### src/shared/port_phy_defines.svh
// register offsets, field positions and reset values of the port phy control block
`ifndef PORT_PHY_DEFINES_SVH
`define PORT_PHY_DEFINES_SVH
// word indices on the bus; byte address is four times the index
`define PPC_IDX 6'h02
`define STD_CTRL_IDX 6'h04
`define STD_ADV_IDX 6'h05
`define LINK_STATE_IDX 6'h06
`define PPC_RESET 16'h009F
// port_phy_control fields
`define F_LED_OFF 15
`define F_TX_DIS 14
`define F_AN_RESTART 13
`define F_RSVD12 12
`define F_PWR_DOWN 11
`define F_MDIX_DIS 10
`define F_FORCE_MDIX 9
`define F_RSVD8 8
`define F_AN_EN 7
`define F_FORCE_SPD 6
`define F_FORCE_DUP 5
`define F_ADV_PAUSE 4
// standard control view fields
`define S_LED_OFF 0
`define S_TX_DIS 1
`define S_RSVD 2
`define S_MDIX_DIS 3
`define S_FORCE_MDIX 4
`define S_FORCE_DUP 8
`define S_AN_RESTART 9
`define S_PWR_DOWN 11
`define S_AN_EN 12
`define S_FORCE_SPD 13
// standard advertisement view: pause at 10, four speed caps at 8..5
`define S_ADV_PAUSE 10
`define S_ADV_CAP_LSB 5
`endif

### src/shared/port_phy_pkg.sv
// types shared by the port phy control block
package port_phy_pkg;
  typedef logic [15:0] reg16_t;
  typedef logic [3:0] led_vec_t;
  typedef enum logic {bus_idle, bus_ack} bus_state_t;
endpackage

### src/hdl/link_resolve.sv
// resolves link speed, duplex and crossover from control bits and phy results
`timescale 1ns/100ps
`default_nettype none
module link_resolve (
  input wire logic an_en,
  input wire logic force_spd,
  input wire logic force_dup,
  input wire logic an_fail,
  input wire logic an_speed_100,
  input wire logic an_full_duplex,
  input wire logic mdix_dis,
  input wire logic force_mdix,
  input wire logic auto_mdix_sel,
  output logic speed_100,
  output logic full_duplex,
  output logic mdix
);
  always_comb begin
    speed_100 = an_en ? an_speed_100 : force_spd;
    // forced duplex also covers a failed negotiation
    full_duplex = (an_en && !an_fail) ? an_full_duplex : force_dup;
    // manual crossover only when auto is off
    mdix = mdix_dis ? force_mdix : auto_mdix_sel;
  end
endmodule // link_resolve
`default_nettype wire

### src/hdl/port_phy_ctrl.sv
// per-port phy control register with avalon-mm slave and phy/led outputs
//
// Design decision made here: the Avalon-MM interface to the registers.
`timescale 1ns/100ps
`default_nettype none
`include "port_phy_defines.svh"
module port_phy_ctrl (
  input wire logic sys_clk,
  input wire logic nrst,
  input wire logic [7:0] avs_address,
  input wire logic avs_read,
  input wire logic avs_write,
  input wire logic [31:0] avs_writedata,
  input wire logic [3:0] avs_byteenable,
  output logic [31:0] avs_readdata,
  output logic avs_waitrequest,
  input wire port_phy_pkg::led_vec_t led_norm,
  input wire logic an_done,
  input wire logic an_fail,
  input wire logic an_speed_100,
  input wire logic an_full_duplex,
  input wire logic auto_mdix_sel,
  output logic port_led_out_3,
  output logic port_led_out_2,
  output logic port_led_out_1,
  output logic port_led_out_0,
  output logic tx_disable,
  output logic an_restart,
  output logic power_down,
  output logic auto_mdix_en,
  output logic mdix_mode,
  output logic an_enable,
  output logic speed_100,
  output logic full_duplex,
  output logic adv_pause,
  output logic [3:0] adv_caps
);
  import port_phy_pkg::*;

  ////////////////////////////////////////////////////////////////////////////
  // view mapping functions

  function automatic reg16_t merge16(reg16_t old, logic [31:0] wd, logic [3:0] be);
    reg16_t r;
    r = old;
    if (be[0]) begin
      r[7:0] = wd[7:0];
    end
    if (be[1]) begin
      r[15:8] = wd[15:8];
    end
    return r;
  endfunction

  function automatic reg16_t to_std(reg16_t c);
    reg16_t s;
    s = 16'h0000;
    s[`S_LED_OFF] = c[`F_LED_OFF];
    s[`S_TX_DIS] = c[`F_TX_DIS];
    s[`S_RSVD] = c[`F_RSVD12];
    s[`S_MDIX_DIS] = c[`F_MDIX_DIS];
    s[`S_FORCE_MDIX] = c[`F_FORCE_MDIX];
    s[`S_FORCE_DUP] = c[`F_FORCE_DUP];
    s[`S_AN_RESTART] = c[`F_AN_RESTART];
    s[`S_PWR_DOWN] = c[`F_PWR_DOWN];
    s[`S_AN_EN] = c[`F_AN_EN];
    s[`S_FORCE_SPD] = c[`F_FORCE_SPD];
    return s;
  endfunction

  function automatic reg16_t from_std(reg16_t s, reg16_t c);
    reg16_t r;
    r = c;
    r[`F_LED_OFF] = s[`S_LED_OFF];
    r[`F_TX_DIS] = s[`S_TX_DIS];
    r[`F_RSVD12] = s[`S_RSVD];
    r[`F_MDIX_DIS] = s[`S_MDIX_DIS];
    r[`F_FORCE_MDIX] = s[`S_FORCE_MDIX];
    r[`F_FORCE_DUP] = s[`S_FORCE_DUP];
    r[`F_AN_RESTART] = s[`S_AN_RESTART];
    r[`F_PWR_DOWN] = s[`S_PWR_DOWN];
    r[`F_AN_EN] = s[`S_AN_EN];
    r[`F_FORCE_SPD] = s[`S_FORCE_SPD];
    return r;
  endfunction

  function automatic reg16_t to_adv(reg16_t c);
    reg16_t a;
    a = 16'h0000;
    a[`S_ADV_PAUSE] = c[`F_ADV_PAUSE];
    a[`S_ADV_CAP_LSB +: 4] = c[3:0];
    return a;
  endfunction

  function automatic reg16_t from_adv(reg16_t a, reg16_t c);
    reg16_t r;
    r = c;
    r[`F_ADV_PAUSE] = a[`S_ADV_PAUSE];
    r[3:0] = a[`S_ADV_CAP_LSB +: 4];
    return r;
  endfunction

  ////////////////////////////////////////////////////////////////////////////
  // bus handshake: one wait cycle, then a one-cycle answer

  bus_state_t bus_state_q;
  logic [5:0] idx;
  logic wr_go;
  logic rd_go;
  reg16_t ctrl_q;
  reg16_t ctrl_d;
  reg16_t rd_d;
  logic res_speed;
  logic res_duplex;
  logic res_mdix;

  assign idx = avs_address[7:2];
  // a write lands at the very edge the master sees waitrequest low
  assign wr_go = avs_write && (bus_state_q == bus_ack);
  assign rd_go = avs_read && (bus_state_q == bus_idle);

  always_ff @(posedge sys_clk or negedge nrst) begin
    if (!nrst) begin
      bus_state_q <= bus_idle;
      avs_waitrequest <= 1'b1;
    end else begin
      case (bus_state_q)
        bus_idle: begin
          if (avs_read || avs_write) begin
            bus_state_q <= bus_ack;
            avs_waitrequest <= 1'b0;
          end
        end
        bus_ack: begin
          bus_state_q <= bus_idle;
          avs_waitrequest <= 1'b1;
        end
        default: begin
          bus_state_q <= bus_idle;
          avs_waitrequest <= 1'b1;
        end
      endcase
    end
  end

  // read data is sampled on entry to the answer cycle and stands through it
  always_comb begin
    case (idx)
      `PPC_IDX: rd_d = ctrl_q;
      `STD_CTRL_IDX: rd_d = to_std(ctrl_q);
      `STD_ADV_IDX: rd_d = to_adv(ctrl_q);
      `LINK_STATE_IDX: rd_d = {11'h000, an_done, an_fail, speed_100, full_duplex, mdix_mode};
      default: rd_d = 16'h0000;
    endcase
  end

  always_ff @(posedge sys_clk or negedge nrst) begin
    if (!nrst) begin
      avs_readdata <= 32'h0000_0000;
    end else if (rd_go) begin
      avs_readdata <= {16'h0000, rd_d};
    end
  end

  ////////////////////////////////////////////////////////////////////////////
  // control storage, one set of flops behind all three views

  always_comb begin
    ctrl_d = ctrl_q;
    if (wr_go) begin
      case (idx)
        `PPC_IDX: ctrl_d = merge16(ctrl_q, avs_writedata, avs_byteenable);
        // the standard views write through to the same flops
        `STD_CTRL_IDX: ctrl_d = from_std(merge16(to_std(ctrl_q), avs_writedata, avs_byteenable), ctrl_q);
        `STD_ADV_IDX: ctrl_d = from_adv(merge16(to_adv(ctrl_q), avs_writedata, avs_byteenable), ctrl_q);
        default: ctrl_d = ctrl_q;
      endcase
    end
  end

  always_ff @(posedge sys_clk or negedge nrst) begin
    if (!nrst) begin
      ctrl_q <= `PPC_RESET;
    end else begin
      ctrl_q <= ctrl_d;
    end
  end

  ////////////////////////////////////////////////////////////////////////////
  // restart request: pulse per write of one, the stored bit only reads back

  logic restart_wr;
  assign restart_wr = wr_go && (ctrl_d[`F_AN_RESTART] == 1'b1) &&
                      ((idx == `PPC_IDX && avs_byteenable[1]) ||
                       (idx == `STD_CTRL_IDX && avs_byteenable[1]));

  always_ff @(posedge sys_clk or negedge nrst) begin
    if (!nrst) begin
      an_restart <= 1'b0;
    end else begin
      an_restart <= restart_wr;
    end
  end

  ////////////////////////////////////////////////////////////////////////////
  // led blanking

  always_ff @(posedge sys_clk or negedge nrst) begin
    if (!nrst) begin
      port_led_out_3 <= 1'b1;
      port_led_out_2 <= 1'b1;
      port_led_out_1 <= 1'b1;
      port_led_out_0 <= 1'b1;
    end else begin
      // leds are active low, so blanking means driving high
      port_led_out_3 <= ctrl_q[`F_LED_OFF] | led_norm[3];
      port_led_out_2 <= ctrl_q[`F_LED_OFF] | led_norm[2];
      port_led_out_1 <= ctrl_q[`F_LED_OFF] | led_norm[1];
      port_led_out_0 <= ctrl_q[`F_LED_OFF] | led_norm[0];
    end
  end

  ////////////////////////////////////////////////////////////////////////////
  // phy controls and advertisement

  link_resolve u_resolve (
    .an_en(ctrl_q[`F_AN_EN]),
    .force_spd(ctrl_q[`F_FORCE_SPD]),
    .force_dup(ctrl_q[`F_FORCE_DUP]),
    .an_fail(an_fail),
    .an_speed_100(an_speed_100),
    .an_full_duplex(an_full_duplex),
    .mdix_dis(ctrl_q[`F_MDIX_DIS]),
    .force_mdix(ctrl_q[`F_FORCE_MDIX]),
    .auto_mdix_sel(auto_mdix_sel),
    .speed_100(res_speed),
    .full_duplex(res_duplex),
    .mdix(res_mdix)
  );

  always_ff @(posedge sys_clk or negedge nrst) begin
    if (!nrst) begin
      tx_disable <= 1'b0;
      power_down <= 1'b0;
      auto_mdix_en <= 1'b1;
      mdix_mode <= 1'b0;
      an_enable <= 1'b1;
      speed_100 <= 1'b0;
      full_duplex <= 1'b0;
    end else begin
      tx_disable <= ctrl_q[`F_TX_DIS];
      power_down <= ctrl_q[`F_PWR_DOWN];
      auto_mdix_en <= !ctrl_q[`F_MDIX_DIS];
      mdix_mode <= res_mdix;
      an_enable <= ctrl_q[`F_AN_EN];
      speed_100 <= res_speed;
      full_duplex <= res_duplex;
    end
  end

  always_ff @(posedge sys_clk or negedge nrst) begin
    if (!nrst) begin
      adv_pause <= 1'b1;
      adv_caps <= 4'hF;
    end else begin
      adv_pause <= ctrl_q[`F_ADV_PAUSE];
      adv_caps <= ctrl_q[3:0];
    end
  end
endmodule // port_phy_ctrl
`default_nettype wire

### config.mk
export PLATFORM = sky130hd
export DESIGN_NAME = port_phy_ctrl
export DESIGN_NICKNAME = d
export VERILOG_FILES = /design/src/shared/port_phy_pkg.sv /design/src/hdl/link_resolve.sv /design/src/hdl/port_phy_ctrl.sv
export VERILOG_INCLUDE_DIRS = /design/src /design/src/shared
export SDC_FILE = /design/constraint.sdc
export NUM_CORES = 1
export LEC_CHECK = 0
export BUFFER_PORTS_ARGS = -buffer_cell sky130_fd_sc_hd__clkbuf_2
export CAP_MARGIN = 10
export CORE_MARGIN = 4
export CORE_UTILIZATION = 42
export DETAILED_ROUTE_END_ITERATION = 10
export PLACE_DENSITY = 0.77
export SYNTH_ARGS = -nofsm -noshare
export SYNTH_HDL_FRONTEND = slang
export SYNTH_HIERARCHICAL = 1
export SYNTH_SLANG_ARGS = --single-unit
### constraint.sdc
create_clock -name sys_clk -period 1.5 [get_ports sys_clk]
set_input_delay 0.375 -clock sys_clk [delete_from_list [all_inputs] [get_ports sys_clk]]
set_output_delay 0.375 -clock sys_clk [all_outputs]
set_load 0.02 [all_outputs]
==> flow_summary_export.csv <==
group,metric,value,unit
synthesis,seq_area_frac_synth,53.5,%
floorplanning,io_pins,107,
global_route,grtUsageMet3,4.34,%
route,first_iter_violations,148,
synthesis,async_reset_ff_share,100,%
job,maxCapViolations,0,
sta,fmax,0.680,GHz
place,port-buffer-count,70,
floorplanning,dieArea,7060,sq um
setup_path,slowest_stage,"nor4b_4",
clock_network,clock-sinks,51,
global_route,antenna_found_initial,0,
synthesis,netlist_area,2430,sq um
layout,layout.nets,356,
route,viasPerCell,5.40,
global_route,grt_pass1_wl,10000,um
power,p_total,2.64,mW
synthesis,synth.most_common_cell,"dfrtp_1",
global_route,met1_usage,22.3,%
hold_path,hold_class,"in -> async",
synthesis,synth_commonest_cells,"dfrtp_1 (33), nand2_1 (22), buf_4 (19)",
sta,finalHoldViolCount,0,
synthesis,synth_edf_count,0,
setup_path,critPathBufInv,1,
floorplanning,die_w,84.0,um
layout,largestRegisters,"avs_readdata (16), ctrl_q (16), adv_caps (4)",
run_status,status,"finished clean",
clock_network,insertion_delay,310,ps
route,vias,2007,
setup_path,crit_fanout,5,
sta,period_minus_slack,1470,ps
clock_network,cts_tree,"yes",
power,p_per_area,809,nW/um^2
sta,fin_crit_sh,98.0,%
global_route,top_usage_layer,"met2",
sta,rsz0062_at_grt,"yes",
floorplanning,placementRows,27,
sta,skew,8.00,ps
synthesis,synthTopCellsByArea,"dfrtp_1 (34%), dfstp_2 (19%), mux2_2 (6.0%), buf_4 (5.9%), a32o_1 (4.5%)",
route,drc_errors,0,
global_route,grt_max_degree,52,
synthesis,synth_top_area_cell,"dfrtp_1",
route,antenna_left,0,
setup_path,slowest_delay,380,ps
clock_network,cts_buffers,5,
global_route,grt_pass1_vias,1984,
synthesis,avgSynthCellArea,12.1,sq um
power,ir_drop,0.475,mV
sta,setup_violations,0,
setup_path,crit_path_cell_trace,"buf_8 -> nor4b_4 -> nand2_1 -> o221a_4 -> mux2_4",
layout,antenna_cells,0,
synthesis,synth_top_cell_area_share,34.0,%
global_route,grt_use_met2,30.1,%
clock_network,cts_max_level,2,
floorplanning,dieHeight,84.0,um
place,place_ws,-403,ps
global_route,grtUsageTotal,17.8,%
layout,final_area,3270,sq um
route,drt-total-wl,6250,um
sta,holdWs,25.5,ps
synthesis,syn_inst,200,
setup_path,end_kind,"register",
synthesis,yosysWarnings,6,
setup_path,cp_top_family,"simple AND/OR/NAND/NOR gates",
setup_path,required,1690,ps
setup_path,arrival,1660,ps
layout,multi_input_area,1110,sq um
layout,drive_gt1_share,55.3,%
floorplanning,core_area,5540,sq um
place,place_area,3010,sq um
setup_path,worstSetupPathType,"in -> reg",
sta,report.final.slew_viol_count,0,
global_route,grt_overflow,0,
layout,seqCellArea,1300,sq um
sta,fin_ws,29.5,ps
place,hpwlAfterDp,4670,um
layout,fin_util,59.0,%
place,gp_congestion,0.832,
synthesis,ys.flop_type,"dfrtp_1",
clock_network,root_buffer,"clkbuf_8",
setup_path,cp-start-kind,"primary input",
clock_network,hold_buffers,0,
route,wl_per_cell,16.8,um
layout,fillers,489,
synthesis,synthDistinctLibCells,44,
floorplanning,start_util,43.8,%
layout,syn_to_final_growth,34.7,%
route,dr.pass1.iters,6,
power,p_leak,1.56,nW
clock_network,clk_pin_slew_worst_paths,100,ps
clock_network,clk_path_buf_depth,2,
synthesis,ys_ff_latch,51,
## layer usage
layer	up-vias	wire [um]
met3	10	523
li1	912	-
met4	0	81
met2	106	3220
met1	979	2430
met5	-	0
## power breakdown
part           switching (mW)  total (mW)  internal, mW
sequential             0.0226        1.45          1.43
clock                   0.465       0.842         0.377
combinational           0.213       0.355         0.142
total                   0.701        2.64          1.94
## layout by cell type, fill, tap and decap left out, types with 4 or more instances in the layout
cell      count
clkbuf_2     66
dfrtp_1      33
buf_4        26
nand2_1      22
dfstp_2      18
conb_1       16
o21ai_0      14
mux2_4       14
a32o_1       10
a22oi_1       7
clkbuf_8      7
a222oi_1      6
nor2_1        4
nor2b_1       4
or2_2         4
## worst paths after layout
path	startpoint	end	slack (ps)	cells after the start
setup / recovery	avs_address[7]	ctrl_q[14]	30	5
hold / removal	nrst	ctrl_q[8]	30	2
setup reg to reg	bus_state_q	ctrl_q[11]	40	6
hold reg to reg	ctrl_q[1]	adv_caps[1]	400	0
max in group asynchronous	nrst	avs_waitrequest	1170	2
min in group sys_clk	led_norm[0]	port_led_out_0	250	2
## cell type report
type	count	share of cell area [%]
Sequential cell	51	39.7
Multi-Input combinational cell	137	33.8
Timing Repair Buffer	102	20.4
Tap cell	72	2.76
Clock buffer	6	2.53
Clock inverter	2	0.498
Inverter	2	0.230
## through the flow
stage	TNS [ps]	instances
final	0	372
after global routing	-183	372
after CTS	-10.1	368
after detailed placement	-8870	358
after global placement	-6950	358
after floorplan	-613	215
## logic make-up after synthesis
| logic type | share of synthesized area [%] |
|---|---|
| and+or+nand+nor | 11.5 |
| buffers and inverters | 7.78 |
| AOI/OAI and AO/OA | 18.6 |
| other | 0.154 |
| DFF | 53.5 |
| muxes | 8.45 |
## repair_timing
item,in CTS,in global routing
pin swaps,2,8
resized for setup,15,17
hold endpoints to repair,0,0
endpoints found under the setup margin,16,18
buffers inserted,2,5
Note: power is estimated with default switching activity, not from simulation.
